### src/verilog/pci_clock_stop_map.svh
// Constants for the PCI clock stop control block
`ifndef PCI_CLOCK_STOP_MAP_SVH
`define PCI_CLOCK_STOP_MAP_SVH

// ----------------------------------------------------------------------------
// Output counts
// ----------------------------------------------------------------------------
`define PCS_NUM_PCI         6
`define PCS_NUM_FREE        3

// ----------------------------------------------------------------------------
// Configuration byte holding the stop-control bit
// ----------------------------------------------------------------------------
`define PCS_CFG_BYTE        8'h00
`define PCS_CFG_STOP_BIT    3
`define PCS_CFG_RESET       8'h08

// ----------------------------------------------------------------------------
// PCI phase generator: half period in clk_sys cycles, minus one
// ----------------------------------------------------------------------------
`define PCS_HALF_LAST       3'h3
`define PCS_HALF_W          3

// ----------------------------------------------------------------------------
// Pin synchroniser
// ----------------------------------------------------------------------------
`define PCS_PIN_RESET       1'b1

`endif

### src/verilog/pci_clock_stop_pkg.sv
// Types for the PCI clock stop control block
package pci_clock_stop_pkg;

    // Gate state of the stoppable outputs, changed only while they are low
    typedef enum logic [0:0] {
        GATE_RUN  = 1'b0,
        GATE_STOP = 1'b1
    } gate_state_t;

    // Phase of the internal PCI clock
    typedef enum logic [0:0] {
        PHASE_LOW  = 1'b0,
        PHASE_HIGH = 1'b1
    } phase_t;

endpackage

### src/verilog/pci_clock_stop_control.sv
// Glitch-free stop and restart of the PCI-domain clock outputs
`timescale 1ns/100ps
`include "pci_clock_stop_map.svh"

module pci_clock_stop_control (
    input  wire logic                       clk_sys,              // 250 MHz core clock
    input  wire logic                       resetn,               // Async reset, active low
    input  wire logic                       clk_en,               // Freezes all state when low
    input  wire logic                       pci_stop_request_n,   // Stop pin, active low, async
    input  wire logic                       cfg_stop_bit,         // Config stop-control bit, 0=stop
    input  wire logic [`PCS_NUM_FREE-1:0]   cfg_free_run,         // Free-run select per output
    output logic      [`PCS_NUM_PCI-1:0]    pci_clk_out,          // Stoppable PCI clocks
    output logic      [`PCS_NUM_FREE-1:0]   free_runnable_pci_clock, // Free-runnable PCI clocks
    output logic                            pci_ref_clk_out,      // Ungated PCI-rate clock
    output logic                            stop_bit_readback,    // Combined stop-bit readback
    output logic                            pci_stopped           // Stoppable clocks are held
);

    // ------------------------------------------------------------------------
    // Declarations
    // ------------------------------------------------------------------------
    logic                           pin_meta_ff;
    logic                           pin_sync2_ff;
    logic                           pin_sync3_ff;
    logic                           pin_level_ff;
    logic                           nxt_pin_level;

    logic [`PCS_HALF_W-1:0]         half_cnt_ff;
    logic [`PCS_HALF_W-1:0]         nxt_half_cnt;
    logic                           half_end;
    pci_clock_stop_pkg::phase_t     phase_ff;
    pci_clock_stop_pkg::phase_t     nxt_phase;
    logic                           rise_now;
    logic                           fall_now;

    logic                           run_request;
    pci_clock_stop_pkg::gate_state_t gate_ff;
    pci_clock_stop_pkg::gate_state_t nxt_gate;

    logic [`PCS_NUM_PCI-1:0]        pci_clk_ff;
    logic [`PCS_NUM_PCI-1:0]        nxt_pci_clk;
    logic [`PCS_NUM_FREE-1:0]       free_clk_ff;
    logic [`PCS_NUM_FREE-1:0]       nxt_free_clk;
    logic [`PCS_NUM_FREE-1:0]       free_sel_ff;
    logic                           ref_clk_ff;
    logic                           readback_ff;
    logic                           stopped_ff;

    // ------------------------------------------------------------------------
    // Stop pin synchroniser
    // ------------------------------------------------------------------------
    // The first stage feeds only the second; a level change is accepted once
    // the second and third stages agree, so a single metastable sample is
    // never taken as a request.
    always_ff @(posedge clk_sys or negedge resetn) begin
        if (!resetn) begin
            pin_meta_ff  <= `PCS_PIN_RESET;
            pin_sync2_ff <= `PCS_PIN_RESET;
            pin_sync3_ff <= `PCS_PIN_RESET;
        end else if (clk_en) begin
            pin_meta_ff  <= pci_stop_request_n;
            pin_sync2_ff <= pin_meta_ff;
            pin_sync3_ff <= pin_sync2_ff;
        end
    end

    always_comb begin
        nxt_pin_level = pin_level_ff;
        if (pin_sync2_ff == pin_sync3_ff) begin
            nxt_pin_level = pin_sync3_ff;
        end
    end

    always_ff @(posedge clk_sys or negedge resetn) begin
        if (!resetn) begin
            pin_level_ff <= `PCS_PIN_RESET;
        end else if (clk_en) begin
            pin_level_ff <= nxt_pin_level;
        end
    end

    // ------------------------------------------------------------------------
    // PCI phase generator
    // ------------------------------------------------------------------------
    assign half_end = (half_cnt_ff == `PCS_HALF_LAST);
    assign rise_now = half_end && (phase_ff == pci_clock_stop_pkg::PHASE_LOW);
    assign fall_now = half_end && (phase_ff == pci_clock_stop_pkg::PHASE_HIGH);

    always_comb begin
        nxt_half_cnt = half_cnt_ff + `PCS_HALF_W'(1);
        nxt_phase    = phase_ff;
        if (half_end) begin
            nxt_half_cnt = '0;
            nxt_phase    = (phase_ff == pci_clock_stop_pkg::PHASE_LOW) ?
                           pci_clock_stop_pkg::PHASE_HIGH : pci_clock_stop_pkg::PHASE_LOW;
        end
    end

    always_ff @(posedge clk_sys or negedge resetn) begin
        if (!resetn) begin
            half_cnt_ff <= '0;
            phase_ff    <= pci_clock_stop_pkg::PHASE_LOW;
        end else if (clk_en) begin
            half_cnt_ff <= nxt_half_cnt;
            phase_ff    <= nxt_phase;
        end
    end

    // ------------------------------------------------------------------------
    // Run condition and gate
    // ------------------------------------------------------------------------
    // Pin and config bit are ANDed; a low on either stops the clocks.
    assign run_request = pin_level_ff & cfg_stop_bit;

    // The gate only moves at a falling edge, so a high phase is never cut
    // short and a restart always begins with a whole high phase. The cost is
    // up to one PCI period of extra latency on stop and on restart.
    always_comb begin
        nxt_gate = gate_ff;
        if (fall_now) begin
            nxt_gate = run_request ? pci_clock_stop_pkg::GATE_RUN :
                                     pci_clock_stop_pkg::GATE_STOP;
        end
    end

    always_ff @(posedge clk_sys or negedge resetn) begin
        if (!resetn) begin
            gate_ff <= pci_clock_stop_pkg::GATE_RUN;
        end else if (clk_en) begin
            gate_ff <= nxt_gate;
        end
    end

    // Free-run selects are sampled with the gate so an output never changes
    // mode in the middle of a high phase.
    always_ff @(posedge clk_sys or negedge resetn) begin
        if (!resetn) begin
            free_sel_ff <= '0;
        end else if (clk_en && fall_now) begin
            free_sel_ff <= cfg_free_run;
        end
    end

    // ------------------------------------------------------------------------
    // Output clocks
    // ------------------------------------------------------------------------
    always_comb begin
        nxt_pci_clk  = pci_clk_ff;
        nxt_free_clk = free_clk_ff;
        if (rise_now) begin
            if (gate_ff == pci_clock_stop_pkg::GATE_RUN) begin
                nxt_pci_clk  = '1;
                nxt_free_clk = '1;
            end else begin
                nxt_pci_clk  = '0;
                nxt_free_clk = free_sel_ff;
            end
        end else if (fall_now) begin
            nxt_pci_clk  = '0;
            nxt_free_clk = '0;
        end
    end

    always_ff @(posedge clk_sys or negedge resetn) begin
        if (!resetn) begin
            pci_clk_ff  <= '0;
            free_clk_ff <= '0;
        end else if (clk_en) begin
            pci_clk_ff  <= nxt_pci_clk;
            free_clk_ff <= nxt_free_clk;
        end
    end

    // The reference copy never stops; it stands for the rest of the generator.
    always_ff @(posedge clk_sys or negedge resetn) begin
        if (!resetn) begin
            ref_clk_ff <= 1'b0;
        end else if (clk_en) begin
            if (rise_now) begin
                ref_clk_ff <= 1'b1;
            end else if (fall_now) begin
                ref_clk_ff <= 1'b0;
            end
        end
    end

    // ------------------------------------------------------------------------
    // Status
    // ------------------------------------------------------------------------
    always_ff @(posedge clk_sys or negedge resetn) begin
        if (!resetn) begin
            readback_ff <= 1'b1;
        end else if (clk_en) begin
            readback_ff <= run_request;
        end
    end

    always_ff @(posedge clk_sys or negedge resetn) begin
        if (!resetn) begin
            stopped_ff <= 1'b0;
        end else if (clk_en) begin
            stopped_ff <= (nxt_gate == pci_clock_stop_pkg::GATE_STOP);
        end
    end

    assign pci_clk_out             = pci_clk_ff;
    assign free_runnable_pci_clock = free_clk_ff;
    assign pci_ref_clk_out         = ref_clk_ff;
    assign stop_bit_readback       = readback_ff;
    assign pci_stopped             = stopped_ff;

endmodule

### config.mk
export PLATFORM = sky130hd
export DESIGN_NAME = pci_clock_stop_control
export DESIGN_NICKNAME = d
export VERILOG_FILES = /design/src/verilog/pci_clock_stop_pkg.sv /design/src/verilog/pci_clock_stop_control.sv
export VERILOG_INCLUDE_DIRS = /design/src /design/src/verilog
export SDC_FILE = /design/constraint.sdc
export NUM_CORES = 1
export LEC_CHECK = 0
export ABC_AREA = 1
export BUFFER_PORTS_ARGS = -buffer_cell sky130_fd_sc_hd__buf_4
export CORE_UTILIZATION = 50
export CTS_CLUSTER_SIZE = 24
export DETAILED_ROUTE_END_ITERATION = 16
export GPL_TIMING_DRIVEN = 0
export PLACE_DENSITY = 0.85
export SYNTH_ARGS = -nofsm -noshare
export SYNTH_HDL_FRONTEND = slang
export SYNTH_SLANG_ARGS = --single-unit
### constraint.sdc
create_clock -name clk_sys -period 1.3 [get_ports clk_sys]
set_clock_uncertainty 0.1 [all_clocks]
set_input_delay 0.065 -clock clk_sys [delete_from_list [all_inputs] [get_ports clk_sys]]
set_output_delay 0.065 -clock clk_sys [all_outputs]
set_load 0.01 [all_outputs]
# [Yosys cells after proc, flatten, opt, wreduce, memory -nomap -nowiden]
# Index checks and enable logic that the tools add are counted.
[classes] n_lt_le_gt_ge=0 add_sub_neg=1 multipliers=0 reduce_logical=8 div_mod_pow=0 muxes=12 shifts=0 bitwise=2 n_eq_ne=2
[ops] operator="6-bit 2-to-1 mux" n=3
[ops] operator="3-bit 2-to-1 mux" n=4
[ops] operator="2-bit AND reduction" n=4
[ops] operator="1-bit 2-to-1 mux" n=5
[ops] operator="3-bit by 1-bit adder with 3-bit output (second input constant)" n=1
[ops] operator="3-bit by 2-bit == test with 1-bit output (second input constant)" n=1
[ops] operator="1-bit logical AND" n=3
[ops] operator="2-bit nonzero test" n=1
[ops] operator="1-bit AND" n=1
[ops] operator="1-bit == test" n=1
[ops] operator="1-bit NOT" n=1
[totals] in_bits=8 romBits=0 memories=0 latchBits=0 ramBits=0 wordCells=37 ff_bits=23

# [Logic depth before layout (Yosys ltp)]
[logic_depth] word_depth=4 depth_mapped=6 mapped_depth_nobuf=6

# [Worst setup path after synthesis]
# Ideal clock, no wire load.
[synth_path] path_kind="reg2reg" from="register half_cnt_ff[0]" to="register pci_clk_ff[4], in the netlist pci_clk_out[4]" arrival_time_ns=0.929 n_path_buf=0 setup_time_ns=0.117 slack_ns=0.153 stages_incl_launch_ff=7 cell_sequence="dfrtp_1 -> ha_1 -> nand2_4 -> nor2_8 -> inv_4 -> nand2_1 -> nand2_1"
[synth_between] elab_chain_len=4 word_cells_on_any_way=6
[synth_rtl] item="start: declaration" line_no="pci_clock_stop_control.sv:28" rtl="logic [`PCS_HALF_W-1:0] half_cnt_ff;"
[synth_rtl] item="start signal: assignment" line_no="pci_clock_stop_control.sv:104" rtl="half_cnt_ff <= nxt_half_cnt;"
[synth_rtl] item="3-bit by 2-bit == test with 1-bit output (no source line) *"
[synth_rtl] item="1-bit logical AND, on equally long branches" line_no="pci_clock_stop_control.sv:86, pci_clock_stop_control.sv:87"
[synth_rtl] item="2-bit nonzero test (no source line)"
[synth_rtl] item="2-bit AND reduction (no source line)"
[synth_rtl] item="end signal: assignment" line_no="pci_clock_stop_control.sv:169" rtl="pci_clk_ff <= nxt_pci_clk;"
[synth_rtl] item="end: declaration" line_no="pci_clock_stop_control.sv:40" rtl="logic [`PCS_NUM_PCI-1:0] pci_clk_ff;"
# Mark *: on every way between the ends. The rest lies on a longest branch, timed or not.
# A chain may end at the register's enable or synchronous reset.

# [Worst setup path after layout]
[layout_path] from="register half_cnt_ff[0]" to="register phase_ff"
[layout_between] elab_chain_len=2
[layout_rtl] item="3-bit by 2-bit == test with 1-bit output (no source line)"
[layout_rtl] item="2-bit AND reduction (no source line)"
[layout_rtl] item="end signal: assignment" line_no="pci_clock_stop_control.sv:102" rtl="phase_ff <= pci_clock_stop_pkg::PHASE_LOW;"
[layout_rtl] item="end signal: assignment" line_no="pci_clock_stop_control.sv:105" rtl="phase_ff <= nxt_phase;"
[layout_rtl] item="end: declaration" line_no="pci_clock_stop_control.sv:31" rtl="pci_clock_stop_pkg::phase_t phase_ff;"
# No other way between the ends.

==> summary.txt <==
Synthesis
  – Multiplexer share of the synthesized area: 0%
  – Post-synthesis sequential area ratio: 55.6%
  – Ys Warns: 0
  – Syn nets: 101
  – Compound-Gate Fraction of Synth Area: 5.18%
  – Adder-cell area share of the yosys netlist: 1.52%
  – Xor/xnor share of the synthesized area: 0%
  – Simple-gate share of the synthesized area: 25.4%
  – Largest family of logic cells by synthesized area: simple AND/OR/NAND/NOR gates
  – Avg Synthesized Cell Area: 8.94 um^2
  – Netlist cell types: 18
  – Post-Syn Instances: 92
  – Post-Synthesis Cell Area: 822 um^2
  – Post-synthesis register bit count: 18

Drt
  – DRC violation count after routing: 0
  – Routed wire length: 1570 um
  – Vias: 674
  – Number of detailed-route iterations in the first pass: 6
  – WL/cell: 11.5 um
  – Detail Route Antenna Nets: 0
  – Via/cell ratio: 4.92
  – First-iteration detailed-routing DRC count: 7

Worst setup path
  – CP Class: register to register
  – CP Data Arrival Time: 1.28 ns
  – Startpoint types: register
  – Worst EP required: 1.38 ns
  – R2r setup slk: 0.1 ns
  – CP endpoint kind: register
  – Max FO, Critical Path: 10

Power and ir drop
  – Sw power: 748 uW
  – Leak Pwr: 0.580 nW
  – Peak supply drop: 0.00115 V
  – Combinational Power Share: 41.0%
  – Sw Ratio: 34.7%
  – Seq pwr share: 43.5%
  – Clock Power Share: 15.5%
  – Internal power: 1.41 mW
  – Pwr per Cell Area: 1970 nW/um^2

Timing
  – Fin. max-slew vios: 0
  – Slew @ Worst Pin: 0.232 ns
  – Max frequency: 832 MHz
  – Post-route setup slack: 0.0983 ns
  – Fin crit share: 92.4%
  – Slew HR: 84.5%
  – Setup-failing EPs final: 0
  – Hold Slack: 0.0799 ns
  – Setup TNS: 0 ns
  – RSZ-0062 raised after global routing: no
  – Final hold viol count: 0
  – Post-layout minimum cycle time: 1.20 ns

Placement
  – DP HPWL: 1080 um
  – GP Congestion: 0.800
  – Placed Area: 977 um^2
  – I/O Buffers: 18
  – Worst slack at placement: 0.0399 ns

Floorplanning
  – Initial Utilization: 53.9%
  – Die Ht: 42.5 um
  – Die area: 1810 um^2
  – I/O pin total: 20
  – Die W: 42.5 um
  – CORE AREA: 1520 um^2
  – Rows: 14

GRT
  – Tot GR Track Use: 20.8%
  – Largest net degree at the start of global routing: 19
  – Vias in the first global route: 657
  – First-pass GRT wire length: 2770 um
  – Overflow left after global routing: 0
  – Initial antenna violation count: 0

Finish
  – Area Overhead vs Synth: 33.3%
  – Final #Nets: 131
  – Layout cells sized above 1: 32.2%
  – Filler instances: 129
  – Final Cell Area: 1100 um^2
  – # diodes: 0
  – Fin util: 71.9%

Clocking
  – Clk slew on worst S/H paths: 0.10 ns
  – Clock Tree Buf Depth: 2
  – TritonCTS Buffers: 3
  – Clock root buffer master: clkbuf_4
  – Clk sinks: 18
  – H-tree Lvls: 1
  – Worst-Skew Late Latency: 0.28 ns
  – CTS tree: built

Flow run
  – MaxCap Viol Count: 0

Min path
  – Hold Crit Class: input pin to asynchronous set/reset pin

Status
  – Outcome: finished clean
==> power groups by stage <==
stage	registers (mW)	clock network [mW]	logic (mW)
final	0.937	0.334	0.883
after global routing	0.970	0.365	0.988
after CTS	0.927	0.345	0.865
after detailed placement	0.938	0	0.845
after global placement	0.922	0	0.807
after floorplan	0.947	0	0.467
==> critical path: stages (launching register included) <==
cell and delay (ns):
dfrtp_1 0.40, ha_4 0.18, nand2_4 0.07, nor2_8 0.16
inv_4 0.06, nand2_1 0.06, nand2_1 0.06
==> cell usage in the layout, fill, tap and decap left out, types with 2 or more instances in the layout <==
cell	netlist	final
buf_4	6	24
nand2_1	30	30
o21ai_0	2	2
dfstp_2	5	5
clkbuf_4	0	3
dfrtp_1	13	13
dlygate4sd3_1	0	7
a21oi_1	2	2
nand3_1	11	11
inv_1	11	11
o21ai_1	3	3
==> path summary, 6_finish.rpt <==
kind | from | to | depth (start not counted)
max | half_cnt_ff[0] | phase_ff | 6
min | resetn | free_sel_ff[1] | 2
max reg2reg | half_cnt_ff[0] | phase_ff | 6
min reg2reg | pin_meta_ff | pin_sync2_ff | 2
max in group asynchronous | resetn | pin_meta_ff | 2
min in group clk_sys | pin_meta_ff | pin_sync2_ff | 2
==> registers in the layout, indices dropped and copies added, names as in the netlist <==
| signal | flops |
|---|---|
| free_runnable_pci_clock | 3 |
| pci_stopped | 1 |
| pci_ref_clk_out | 1 |
| pin_sync2_ff | 1 |
| pci_clk_out | 1 |
| half_cnt_ff | 3 |
| pin_sync3_ff | 1 |
| phase_ff | 1 |
| pin_meta_ff | 1 |
| pin_level_ff | 1 |
| stop_bit_readback | 1 |
| free_sel_ff | 3 |
==> logic make-up (layout without fill, tap and decap cells) <==
group	count (synthesis)	count (layout)
buf+inv	20	49
compound gates	8	8
simple gates	45	45
fa+ha+maj	1	1
flops	18	18
==> cell type report <==
| class | instances | area, um^2 | share of cell area [%] |
|---|---|---|---|
| Sequential cell | 18 | 457 | 41.7 |
| Multi-Input combinational cell | 54 | 277 | 25.2 |
| Timing Repair Buffer | 25 | 205 | 18.7 |
| Inverter | 13 | 51.3 | 4.68 |
| Buffer | 7 | 50.0 | 4.57 |
| Clock buffer | 4 | 36.3 | 3.31 |
| Tap cell | 16 | 20.0 | 1.83 |
==> cells in the mapped netlist, drive strengths merged <==
cell type | count | area (um^2)
nand2 | 31 | 124
ha | 1 | 12.5
dfrtp | 13 | 325
nand4 | 1 | 6.26
dfstp | 5 | 131
inv | 13 | 51.3
buf | 7 | 50.0
a21oi | 2 | 10.0
nand3 | 11 | 55.1
o21ai | 5 | 25.0
o21bai | 1 | 7.51
nor2 | 2 | 23.8
==> per-stage QoR <==
step / cells / power (mW)
after floorplan: 92 / 1.41
after global placement: 126 / 1.73
after detailed placement: 126 / 1.78
after CTS: 137 / 2.14
after global routing: 137 / 2.32
final: 137 / 2.15
==> repair_timing <==
action | 4_1_cts | 5_1_grt
hold buffers | 7 | 0
gates resized for setup | 0 | 2
setup buffers | 0 | 0
endpoints found under the setup margin | 0 | 9
endpoints found under the hold margin | 26 | 0
==> layer usage <==
layer / wire length (um) / part of all wire (%) / up-vias / GRT usage [%]
li1: - / - / 340 / -
met1: 627 / 40 / 307 / 24.9
met2: 862 / 55 / 25 / 37.8
met3: 76 / 4.8 / 2 / 2.59
met4: 4 / 0.25 / 0 / 7.50
met5: 0 / 0 / - / 0
Power figures use the tool's default switching activity.
